$ cat src/rtl/ncs_defines.svh
// constants for the nand command/status host controller
// Function
// copy-back starts with read command then four source address cycles.
// after ready, second copy-back command then target address cycles.
// plane address bit in target equals the source value.
// confirm command after target address starts device programming.
// after status command each read cycle returns status byte.
// status shown stays current while strobes held low.
// status mode lasts until another command is written.
// reselect main or spare area after status during random read.
// identification entered by command plus one zero address cycle.
// identification returns four bytes in fixed order.
// identification mode lasts until next command.
// reset aborts busy read, program or erase.
// reset clears command register; status becomes C0h when write-guard high.
// device ignores reset while still resetting.
// ready/busy goes low for reset busy period after reset.
// host waits recovery time after power-up before commands.
// host holds write-guard low through power transitions.
// ready/busy high idle, low while busy.
// ready/busy is open-drain, shared wired-OR; the model drives it high and low.
// status bit 6 reports ready/busy.
// status bit 0 reports pass/fail, zero means pass.
// reset while ready gives busy at most 5us.
// write-guard low blocks program and erase.
// commands with command latch high, addresses with address latch high.
// host waits for ready before second copy-back command.
`ifndef NCS_DEFINES_SVH
`define NCS_DEFINES_SVH
`define NCS_CMD_READ_MAIN   8'h00
`define NCS_CMD_READ_SPARE  8'h50
`define NCS_CMD_COPY_DEST   8'h8A
`define NCS_CMD_CONFIRM     8'h10
`define NCS_CMD_STATUS      8'h70
`define NCS_CMD_READ_ID     8'h90
`define NCS_CMD_RESET       8'hFF
`define NCS_ID_ADDR         8'h00
`define NCS_ADDR_CYCLES     3'd4
`define NCS_ID_BYTES        3'd4
`define NCS_ST_READY_BIT    6
`define NCS_ST_FAIL_BIT     0
// plane bit is bit 0 of the fourth address byte
`define NCS_PLANE_BIT       24
`define NCS_PCLK_MHZ        125
`define NCS_RECOVERY_NS     10000
`define NCS_RECOVERY_CYC    ((`NCS_RECOVERY_NS * `NCS_PCLK_MHZ + 999) / 1000)
`define NCS_STROBE_NS       40
`define NCS_STROBE_CYC      ((`NCS_STROBE_NS * `NCS_PCLK_MHZ + 999) / 1000)
`define NCS_TWHR_NS         60
`define NCS_TWHR_CYC        ((`NCS_TWHR_NS * `NCS_PCLK_MHZ + 999) / 1000)
`define NCS_TWB_NS          100
`define NCS_TWB_CYC         ((`NCS_TWB_NS * `NCS_PCLK_MHZ + 999) / 1000)
`define NCS_REG_CTRL        12'h000
`define NCS_REG_SRC         12'h004
`define NCS_REG_DST         12'h008
`define NCS_REG_STAT        12'h00C
`define NCS_REG_ID          12'h010
`define NCS_OP_COPY         3'd1
`define NCS_OP_STATUS       3'd2
`define NCS_OP_ID           3'd3
`define NCS_OP_RESET        3'd4
`define NCS_OP_WG           3'd5
`endif

$ cat src/rtl/ncs_pkg.sv
// types for the nand command/status host controller
package ncs_pkg;
  typedef enum logic [3:0] {
    NCS_IDLE   = 4'b0000,
    NCS_CMD    = 4'b0001,
    NCS_ADDR   = 4'b0010,
    NCS_TURN   = 4'b0011,
    NCS_RDATA  = 4'b0100,
    NCS_WAITB  = 4'b0101,
    NCS_WAITR  = 4'b0110,
    NCS_NEXT   = 4'b0111,
    NCS_POWER  = 4'b1000
  } ncs_state_type;
  typedef enum logic [1:0] {
    NCS_CYC_CMD  = 2'b00,
    NCS_CYC_ADDR = 2'b01,
    NCS_CYC_READ = 2'b10
  } ncs_cyc_type;
endpackage

$ cat src/rtl/ncs_bus_cycle.sv
// one strobed bus cycle on the nand pins: command, address or read
`timescale 1ns/10ps
`include "ncs_defines.svh"
module ncs_bus_cycle #(
  parameter int STROBE_CYC = `NCS_STROBE_CYC
) (
  // clock and reset
  input  wire logic               pclk,
  input  wire logic               presetn,
  // request
  input  wire logic               start,
  input  wire ncs_pkg::ncs_cyc_type kind,
  input  wire logic [7:0]         wdata,
  output logic                    done,
  output logic [7:0]              rdata,
  // pins
  output logic                    cmd_latch,
  output logic                    addr_latch,
  output logic                    write_strobe_n,
  output logic                    read_strobe_n,
  output logic [7:0]              io_out,
  output logic                    io_oe,
  input  wire logic [7:0]         io_in
);
  logic [7:0] cnt_q, cnt_d;
  logic       act_q, act_d;
  logic [1:0] k_q, k_d;
  logic [7:0] dat_q, dat_d;
  logic [7:0] rdat_q, rdat_d;
  localparam logic [7:0] HALF   = 8'(STROBE_CYC);
  localparam logic [1:0] NCS_RD = 2'b10;

  always_comb
  begin
    cnt_d  = cnt_q;
    act_d  = act_q;
    k_d    = k_q;
    dat_d  = dat_q;
    rdat_d = rdat_q;
    done   = 1'b0;
    if (!act_q && start)
    begin
      act_d = 1'b1;
      k_d   = kind;
      dat_d = wdata;
      cnt_d = 8'h00;
    end
    else if (act_q)
    begin
      cnt_d = cnt_q + 8'h01;
      // sample while strobe still low; data not held past rising edge
      if (cnt_q == HALF - 8'h01 && k_q == NCS_RD)
        rdat_d = io_in;
      if (cnt_q == HALF + HALF - 8'h01)
      begin
        act_d = 1'b0;
        done  = 1'b1;
      end
    end
  end

  always_ff @(posedge pclk or negedge presetn)
  begin
    if (!presetn)
    begin
      cnt_q  <= 8'h00;
      act_q  <= 1'b0;
      k_q    <= 2'b00;
      dat_q  <= 8'h00;
      rdat_q <= 8'h00;
    end
    else
    begin
      cnt_q  <= cnt_d;
      act_q  <= act_d;
      k_q    <= k_d;
      dat_q  <= dat_d;
      rdat_q <= rdat_d;
    end
  end

  logic low_phase;
  assign low_phase      = act_q && (cnt_q < HALF);
  assign cmd_latch      = act_q && (k_q == 2'b00);
  assign addr_latch     = act_q && (k_q == 2'b01);
  assign write_strobe_n = !(low_phase && k_q != NCS_RD);
  assign read_strobe_n  = !(low_phase && k_q == NCS_RD);
  assign io_out         = dat_q;
  assign io_oe          = act_q && (k_q != NCS_RD);
  assign rdata          = rdat_q;
endmodule

$ cat src/rtl/ncs_host.sv
// apb-controlled host that sequences nand copy-back, status, id and reset
//
// The implementer's own choices: register access over APB and the register offsets.
`timescale 1ns/10ps
`include "ncs_defines.svh"
module ncs_host #(
  parameter int RECOVERY_CYC = `NCS_RECOVERY_CYC
) (
  // clock and reset
  input  wire logic        pclk,
  input  wire logic        presetn,
  // apb slave
  input  wire logic        psel,
  input  wire logic        penable,
  input  wire logic        pwrite,
  input  wire logic [11:0] paddr,
  input  wire logic [31:0] pwdata,
  output logic [31:0]      prdata,
  output logic             pready,
  output logic             pslverr,
  // nand pins
  output logic             chip_select_n,
  output logic             cmd_latch,
  output logic             addr_latch,
  output logic             write_strobe_n,
  output logic             read_strobe_n,
  output logic             write_guard_n,
  output logic [7:0]       io_out,
  output logic             io_oe,
  input  wire logic [7:0]  io_in,
  input  wire logic        ready_busy
);
  ncs_pkg::ncs_state_type st_q, st_d;
  ncs_pkg::ncs_cyc_type   kind;
  logic [2:0]  op_q, op_d;
  logic [2:0]  idx_q, idx_d;
  logic [1:0]  phase_q, phase_d;
  logic [31:0] src_q, src_d, dst_q, dst_d;
  logic [7:0]  stat_q, stat_d;
  logic [31:0] id_q, id_d;
  logic        wg_q, wg_d, err_q, err_d;
  logic [15:0] tmr_q, tmr_d;
  logic        go, bdone;
  logic [7:0]  bwdata, brdata;
  logic        wr, rd;

  assign wr      = psel && penable && pwrite;
  assign rd      = psel && !pwrite;
  assign pready  = 1'b1;
  assign pslverr = 1'b0;

  function automatic logic [7:0] addr_byte(input logic [31:0] a, input logic [2:0] i);
    addr_byte = a[8*i +: 8];
  endfunction

  // copy-back cannot cross planes, so only the target's plane bit is overridden
  function automatic logic [31:0] dest_fix(input logic [31:0] d, input logic [31:0] s);
    dest_fix                 = d;
    dest_fix[`NCS_PLANE_BIT] = s[`NCS_PLANE_BIT];
  endfunction

  always_comb
  begin
    st_d    = st_q;
    op_d    = op_q;
    idx_d   = idx_q;
    phase_d = phase_q;
    src_d   = src_q;
    dst_d   = dst_q;
    stat_d  = stat_q;
    id_d    = id_q;
    wg_d    = wg_q;
    err_d   = err_q;
    tmr_d   = tmr_q;
    go      = 1'b0;
    kind    = ncs_pkg::NCS_CYC_CMD;
    bwdata  = 8'h00;
    if (wr && paddr == `NCS_REG_SRC)
      src_d = pwdata;
    if (wr && paddr == `NCS_REG_DST)
      dst_d = pwdata;
    case (st_q)
      ncs_pkg::NCS_POWER:
      begin
        tmr_d = tmr_q + 16'h0001;
        if (tmr_q == 16'(RECOVERY_CYC))
          st_d = ncs_pkg::NCS_IDLE;
      end
      ncs_pkg::NCS_IDLE:
        if (wr && paddr == `NCS_REG_CTRL)
        begin
          op_d = pwdata[2:0];
          phase_d = 2'd0;
          if (pwdata[2:0] == `NCS_OP_WG)
            wg_d = pwdata[8];
          else if (pwdata[2:0] != 3'd0)
            st_d = ncs_pkg::NCS_CMD;
          if (pwdata[2:0] == `NCS_OP_COPY)
            dst_d = dest_fix(dst_q, src_q);
        end
      ncs_pkg::NCS_CMD:
      begin
        go = 1'b1;
        kind = ncs_pkg::NCS_CYC_CMD;
        // every copy opens with the main-area read, leaving any status mode behind
        case (op_q)
          `NCS_OP_COPY:   bwdata = phase_q == 2'd0 ? `NCS_CMD_READ_MAIN :
                                   phase_q == 2'd1 ? `NCS_CMD_COPY_DEST :
                                   `NCS_CMD_CONFIRM;
          `NCS_OP_STATUS: bwdata = `NCS_CMD_STATUS;
          `NCS_OP_ID:     bwdata = `NCS_CMD_READ_ID;
          default:        bwdata = `NCS_CMD_RESET;
        endcase
        if (bdone)
        begin
          idx_d = 3'd0;
          tmr_d = 16'h0000;
          if (op_q == `NCS_OP_COPY && phase_q != 2'd2)
            st_d = ncs_pkg::NCS_ADDR;
          else if (op_q == `NCS_OP_ID)
            st_d = ncs_pkg::NCS_ADDR;
          else if (op_q == `NCS_OP_STATUS)
            st_d = ncs_pkg::NCS_TURN;
          else
            st_d = ncs_pkg::NCS_WAITB;
        end
      end
      ncs_pkg::NCS_ADDR:
      begin
        go = 1'b1;
        kind = ncs_pkg::NCS_CYC_ADDR;
        bwdata = op_q == `NCS_OP_ID ? `NCS_ID_ADDR :
                 phase_q == 2'd0 ? addr_byte(src_q, idx_q) : addr_byte(dst_q, idx_q);
        if (bdone)
        begin
          idx_d = idx_q + 3'd1;
          tmr_d = 16'h0000;
          if (op_q == `NCS_OP_ID)
            st_d = ncs_pkg::NCS_TURN;
          else if (idx_q == `NCS_ADDR_CYCLES - 3'd1)
            st_d = phase_q == 2'd0 ? ncs_pkg::NCS_WAITB : ncs_pkg::NCS_NEXT;
        end
      end
      ncs_pkg::NCS_TURN:
      begin
        tmr_d = tmr_q + 16'h0001;
        if (tmr_q == 16'(`NCS_TWHR_CYC))
        begin
          st_d = ncs_pkg::NCS_RDATA;
          idx_d = 3'd0;
        end
      end
      ncs_pkg::NCS_RDATA:
      begin
        go = 1'b1;
        kind = ncs_pkg::NCS_CYC_READ;
        if (bdone)
        begin
          idx_d = idx_q + 3'd1;
          if (op_q == `NCS_OP_STATUS)
          begin
            stat_d = brdata;
            st_d = ncs_pkg::NCS_IDLE;
          end
          else
          begin
            id_d = {brdata, id_q[31:8]};
            if (idx_q == `NCS_ID_BYTES - 3'd1)
              st_d = ncs_pkg::NCS_IDLE;
          end
        end
      end
      ncs_pkg::NCS_WAITB:
      begin
        tmr_d = tmr_q + 16'h0001;
        if (tmr_q == 16'(`NCS_TWB_CYC))
          st_d = ncs_pkg::NCS_WAITR;
      end
      ncs_pkg::NCS_WAITR:
        if (ready_busy)
        begin
          if (op_q == `NCS_OP_COPY && phase_q == 2'd0)
          begin
            phase_d = 2'd1;
            st_d = ncs_pkg::NCS_CMD;
          end
          else if (op_q == `NCS_OP_COPY)
          begin
            op_d = `NCS_OP_STATUS;
            st_d = ncs_pkg::NCS_CMD;
          end
          else
            st_d = ncs_pkg::NCS_IDLE;
        end
      ncs_pkg::NCS_NEXT:
      begin
        phase_d = 2'd2;
        st_d = ncs_pkg::NCS_CMD;
      end
      default:
        st_d = ncs_pkg::NCS_IDLE;
    endcase
    if (st_q == ncs_pkg::NCS_RDATA && bdone && op_q == `NCS_OP_STATUS)
      err_d = brdata[`NCS_ST_FAIL_BIT];
  end

  always_ff @(posedge pclk or negedge presetn)
  begin
    if (!presetn)
    begin
      st_q    <= ncs_pkg::NCS_POWER;
      op_q    <= 3'd0;
      idx_q   <= 3'd0;
      phase_q <= 2'd0;
      src_q   <= 32'h0000_0000;
      dst_q   <= 32'h0000_0000;
      stat_q  <= 8'h00;
      id_q    <= 32'h0000_0000;
      wg_q    <= 1'b0;
      err_q   <= 1'b0;
      tmr_q   <= 16'h0000;
    end
    else
    begin
      st_q    <= st_d;
      op_q    <= op_d;
      idx_q   <= idx_d;
      phase_q <= phase_d;
      src_q   <= src_d;
      dst_q   <= dst_d;
      stat_q  <= stat_d;
      id_q    <= id_d;
      wg_q    <= wg_d;
      err_q   <= err_d;
      tmr_q   <= tmr_d;
    end
  end

  ncs_bus_cycle u_cyc (
    .pclk           (pclk),
    .presetn        (presetn),
    .start          (go),
    .kind           (kind),
    .wdata          (bwdata),
    .done           (bdone),
    .rdata          (brdata),
    .cmd_latch      (cmd_latch),
    .addr_latch     (addr_latch),
    .write_strobe_n (write_strobe_n),
    .read_strobe_n  (read_strobe_n),
    .io_out         (io_out),
    .io_oe          (io_oe),
    .io_in          (io_in)
  );

  assign chip_select_n = (st_q == ncs_pkg::NCS_IDLE) || (st_q == ncs_pkg::NCS_POWER);
  assign write_guard_n = wg_q;

  always_comb
  begin
    prdata = 32'h0000_0000;
    if (!rd)
      prdata = 32'h0000_0000;
    else if (paddr == `NCS_REG_CTRL)
      prdata = {23'h0, wg_q, 4'h0, st_q == ncs_pkg::NCS_IDLE, op_q};
    else if (paddr == `NCS_REG_SRC)
      prdata = src_q;
    else if (paddr == `NCS_REG_DST)
      prdata = dst_q;
    else if (paddr == `NCS_REG_STAT)
      prdata = {22'h0, ready_busy, err_q, stat_q};
    else if (paddr == `NCS_REG_ID)
      prdata = id_q;
  end
endmodule

$ cat config.mk
export PLATFORM = sky130hd
export DESIGN_NAME = ncs_host
export DESIGN_NICKNAME = d
export VERILOG_FILES = /design/src/rtl/ncs_pkg.sv /design/src/rtl/ncs_bus_cycle.sv /design/src/rtl/ncs_host.sv
export VERILOG_INCLUDE_DIRS = /design/src /design/src/rtl
export SDC_FILE = /design/constraint.sdc
export NUM_CORES = 1
export LEC_CHECK = 0
export BUFFER_PORTS_ARGS = -buffer_cell sky130_fd_sc_hd__buf_2
export CORE_ASPECT_RATIO = 2
export CORE_MARGIN = 1.5
export CORE_UTILIZATION = 38
export DETAILED_ROUTE_END_ITERATION = 16
export PLACE_DENSITY_LB_ADDON = 0.05
export SYNTH_ARGS = -nofsm -noshare
export SYNTH_HDL_FRONTEND = slang
export SYNTH_SLANG_ARGS = --single-unit
$ cat constraint.sdc
create_clock -name pclk -period 3 [get_ports pclk]
set_input_delay 0.6 -clock pclk [delete_from_list [all_inputs] [get_ports pclk]]
set_output_delay 0.6 -clock pclk [all_outputs]
set_load 0.02 [all_outputs]
-- Yosys cells after proc, flatten, opt, wreduce, memory -nomap -nowiden
Cells that the tools add are included.
W data, S select, Z words.
- register bits after elaboration: 161
- output and inout bits: 49
- add/subtract/negate cells: 3
- $lt $le $gt $ge: 1
- equality and inequality tests: 46
- shift-type cells: 2
- muxes and demuxes: 62
- bitwise gates (word level): 2
- reduce and logical (&&, ||, !) cells: 46
- operator list (cell ; count):
    $mux W32 ; 10
    $shiftx A32 B7 Y8 ; 2
    $mux W4 ; 14
    $mux W8 ; 6
    $pmux W4 S9 ; 1
    $eq A16 B4 Y1 const B ; 2
    $pmux W16 S2 ; 1
    $mux W3 ; 10
    $ne A2 B2 Y1 const B ; 15
    $eq A12 B4 Y1 const B ; 2
    $pmux W8 S3 ; 1
    $logic_and A1 B1 Y1 ; 18
    $add A16 B1 Y16 const B ; 1
    $eq A16 B11 Y1 const B ; 1
    $eq A4 B3 Y1 const B ; 4
    $mux W16 ; 1
    $pmux W8 S2 ; 1
    $eq A12 B3 Y1 const B ; 1
    $eq A12 B5 Y1 const B ; 1
    $logic_not A12 Y1 ; 1
    $reduce_and A12 Y1 ; 1
    $reduce_and A3 Y1 ; 4
    $eq A3 B2 Y1 const B ; 3
    $mux W1 ; 9
    other kinds (32) ; 52

-- Depth between registers and ports, before layout
- word-level depth: 7
- depth in mapped cells: 8

-- Hierarchy
Synthesis repeated with hierarchy kept, for this count alone.
- cells, all modules: 740
- area, all modules: 8293.0 sq um
- modules (own cells, without submodules) (module ; times used ; cells an instance ; area an instance (sq um) ; sequential area each (sq um)):
    ncs_host ; 1 ; 622 ; 7054.3 ; 3329.4
    ncs_bus_cycle ; 1 ; 118 ; 1238.7 ; 675.6

-- Worst setup path after synthesis
OpenSTA, ideal clock, no wires.
- path type: input to output
- start: in paddr[1]
- end: out prdata[24]
- data arrival time: 2.284 ns
- data required time: 2.400 ns
- slack: 0.116 ns
- stages on the path: 6
- cell sequence: nor4_4 -> nand3_4 -> nor3_2 -> clkbuf_1 -> a22oi_1 -> a21oi_1
- cells in the longest elaborated chain, start to end: 7
- elaborated cells on any way between the ends: 11
- classes of those cells: 4 x eq/ne; 6 x mux; 1 x reduce/logical
- ends and longest elaborated chain (what ; RTL line ; source):
    start, declared ; ncs_host.sv:16 ; input wire logic [11:0] paddr,
    $eq A12 B5 Y1 (no line) ; - ;
    $mux W32 ; ncs_host.sv:272 ; else if (paddr == `NCS_REG_ID)
    $mux W32 ; ncs_host.sv:270 ; else if (paddr == `NCS_REG_STAT)
    $mux W32 ; ncs_host.sv:268 ; else if (paddr == `NCS_REG_DST)
    $mux W32 ; ncs_host.sv:266 ; else if (paddr == `NCS_REG_SRC)
    $mux W32 * ; ncs_host.sv:264 ; else if (paddr == `NCS_REG_CTRL)
    $mux W32 * ; ncs_host.sv:262 ; if (!rd)
    end, declared ; ncs_host.sv:18 ; output logic [31:0] prdata,
Every way passes the cells marked *; elsewhere a longest branch is shown, timed or not.

-- Final worst setup path
- start: in paddr[10]
- end: out prdata[6]
The elaborated chain is that of the path after synthesis.

==> qor.yml <==
setup_path:
  crit_type: "input port to primary output"
  path_depth: 8
  cp-end-kind: "primary output"
  r2r_end: "st_q[1]$_DFFE_PN0P_"
  crit_family: "simple AND/OR/NAND/NOR gates"
  crit_top_cell: "buf_2"
  path_cells: "buf_2 > nor4_4 > nand3_4 > nor3_4 > buf_12 > a22oi_1 > a21oi_1 > buf_2"
  rr_worst_depth: 6
  crit_slowest_cell: "nor4_4"
  crit_required_ns: 2.40
  reg2reg_slack_ns: 0.48
  critPathLaunchType: "input port"
  worstPathArrival_ns: 2.29
  path_buf_inv: 3
  slowest_delay_ns: 0.35
  r2r-start: "st_q[3]$_DFFE_PN1P_"
  cp_max_fo: 27
synth:
  synth_seq_cells: 160
  synthesis.area_mm2: 0.008528
  ys_top_cells_by_count: "dfrtp_1, mux2_2, nand2_1, nor2_1, o21ai_0"
  synth_area_leaders: "dfrtp_1, mux2_2, mux2_4"
  yosysMostFrequentCell: "dfrtp_1"
  syn_nets: 816
  ys.flop_type: "dfrtp_1"
  synth_edf_count: 0
  ys.warnings.count: 0
  ys_seq_area_frac: 0.4696
  avgSynthCellArea_um2: 11.39
  syn_inst: 749
  synth.top_cell.area_share: 0.4665
  synth_largest_area_cell: "dfrtp_1"
  synth_cell_types: 65
  async_flop_share: 1.000
sta:
  setup_tns_ns: 0
  hold_viol_final: 0
  fin_worst_skew_ns: 0.01371
  worst-slew-pin-transition_ns: 0.6114
  rsz0062_at_grt: "false"
  period_needed_ns: 2.886
  slew_headroom: 0.5924
  min_period_over_period: 0.9619
  max_freq_mhz: 346.5
  slew_violations: 0
  finalSetupViolations: 0
die:
  fp.dieH_um: 214.9
  dieArea_mm2: 0.02340
  core.rowCount: 77
  pin_count: 107
  initial_utilization: 0.3865
  die_w_um: 108.9
  core_mm2: 0.02206
place:
  place_congestion: 0.8220
  io_buffer_count: 104
  dpl.hpwl_um: 19960
  place_area_mm2: 0.009479
final_layout:
  final_area_mm2: 0.01015
  num-nets-final: 923
  syn2layout_area_growth_pct: 19.07
  n_antenna_cell: 0
  layout-drive-gt1-share: 0.3659
  fillerInstances: 2099
route:
  vias: 6448
  drt-total-wl_um: 26300
  wl_per_cell_um: 22.97
  ant_nets: 0
  first_pass_iters: 6
  drc: 0
  drtIter0Drc: 364
  vias_per_cell: 5.631
global_routing:
  gr-total-overflow: 0
  antenna_found_initial: 0
  grt_max_degree: 61
  grt_util_all_layers: 0.2364
  grt_pass1_vias: 6892
  grt_pass1_wl_um: 40620
clock_tree:
  clkTransAtPathRegs_ns: 0.06
  cts-root-buf: "clkbuf_16"
  clkSinkCount: 160
  cts_tree: "yes"
  clk_latency_ns: 0.45
  numCtsBuffers: 17
  htree_levels: 4
  clockBufferDepth: 2
power:
  vdd_ir_drop_max_mv: 0.3619
  p_leak_nw: 4.758
  p_per_area_mw_per_mm2: 664.0
run:
  drv_cap: 0
worst_hold_path:
  hold_class: "input port to async pin"
status:
  status: "finished, final reports clean"
## placed cells by master (no fill, tap or decap), types with 4 or more instances in the layout
| cell | count |
|---|---|
| o21ai_0 | 37 |
| mux2_4 | 30 |
| clkbuf_8 | 5 |
| o211ai_1 | 5 |
| nand3_1 | 15 |
| a22oi_1 | 23 |
| mux2_2 | 87 |
| mux4_2 | 16 |
| a21oi_1 | 31 |
| dfrtp_1 | 159 |
| a31oi_1 | 4 |
| a222oi_1 | 11 |
| inv_1 | 15 |
| xnor2_1 | 19 |
| ha_1 | 9 |
| nor4_1 | 10 |
| buf_12 | 8 |
| buf_2 | 103 |
| mux2i_1 | 9 |
| nor2b_1 | 7 |
| buf_4 | 19 |
| nor3_1 | 19 |
| nand4_1 | 5 |
| nand2_1 | 63 |
| clkbuf_16 | 17 |
| nor2_1 | 52 |
| nand2b_1 | 14 |
## what timing repair did
action | 4_1_cts | 5_1_grt
endpoints found under the hold margin | 0 | 0
setup endpoints to repair | 1 | 7
pin swaps | 0 | 3
gates resized for setup | 1 | 2
setup buffers | 0 | 2
hold buffers | 0 | 0
## routing by layer
metal  up-vias  wire [µm]  global-route usage
met4         0        662             0.09167
li1       2949          -                   -
met2       151      15530              0.4577
met5         -          0                   0
met3        30        778             0.03791
met1      3318       9332              0.2420
## sequential cells by signal (all words and copies together), names as in the netlist
register / count
u_cyc.cnt_q: 8
stat_q: 8
tmr_q: 16
u_cyc.k_q: 2
phase_q: 2
dst_q: 32
idx_q: 3
st_q: 4
u_cyc.rdata: 8
id_q: 32
u_cyc.io_out: 8
op_q: 3
write_guard_n: 1
src_q: 32
u_cyc.act_q: 1
## how the worst max path moves through the flow
stage                     startpoint         end  slack [ns]
final                      paddr[10]   prdata[6]        0.11
after global routing       paddr[10]   prdata[6]       0.004
after CTS                   paddr[1]   prdata[6]        0.04
after detailed placement    paddr[1]   prdata[6]       0.006
after global placement      paddr[1]   prdata[6]        0.04
after floorplan             paddr[1]  prdata[24]        0.12
## power breakdown
| part | internal, mW | total [mW] | leakage [nW] | switching [mW] |
|---|---|---|---|---|
| clock network | 1.43 | 2.36 | 0.310 | 0.935 |
| logic | 0.685 | 1.70 | 2.28 | 1.02 |
| registers | 2.37 | 2.68 | 2.17 | 0.304 |
| total | 4.49 | 6.74 | 4.76 | 2.26 |
## kinds of logic (layout without fill, tap and decap cells)
family	Yosys count	in the layout	share of synthesized area
and+or+nand+nor	220	220	0.1351
DFF	160	160	0.4696
muxes	142	142	0.2205
AOI/OAI and AO/OA	135	135	0.1042
adders and majority gates	9	9	0.01320
buffers and inverters	59	179	0.03389
xor gates and xnor gates	22	22	0.02259
other	2	2	0.0008806
## through the flow
| stage | utilization | setup slack [ns] | hold slack [ns] | power (mW) | instances |
|---|---|---|---|---|---|
| 2_1_floorplan | - | 0.1159 | 0.3044 | 3.828 | 749 |
| 3_3_place_gp | 0.4296 | 0.03689 | 0.4913 | 4.408 | 1111 |
| 3_5_place_dp | 0.4296 | 0.005976 | 0.4982 | 4.442 | 1111 |
| 4_1_cts | 0.4591 | 0.03930 | 0.1444 | 6.813 | 1143 |
| 5_1_grt | 0.4603 | 0.004011 | 0.1566 | 7.114 | 1145 |
| 6_report | 0.4603 | 0.1143 | 0.1063 | 6.743 | 1145 |
## final cells by class
class / count / area, µm² / share of cell area
multi-input cells: 530 / 4272 / 0.4207
flip-flops and latches: 160 / 4005 / 0.3944
repair buffers: 131 / 829.5 / 0.08169
clock buffers: 22 / 494.2 / 0.04867
well taps: 276 / 345.3 / 0.03401
clock inverters: 10 / 148.9 / 0.01466
inverters: 16 / 60.06 / 0.005914
No activity file was read; power rests on OpenSTA's default activity.
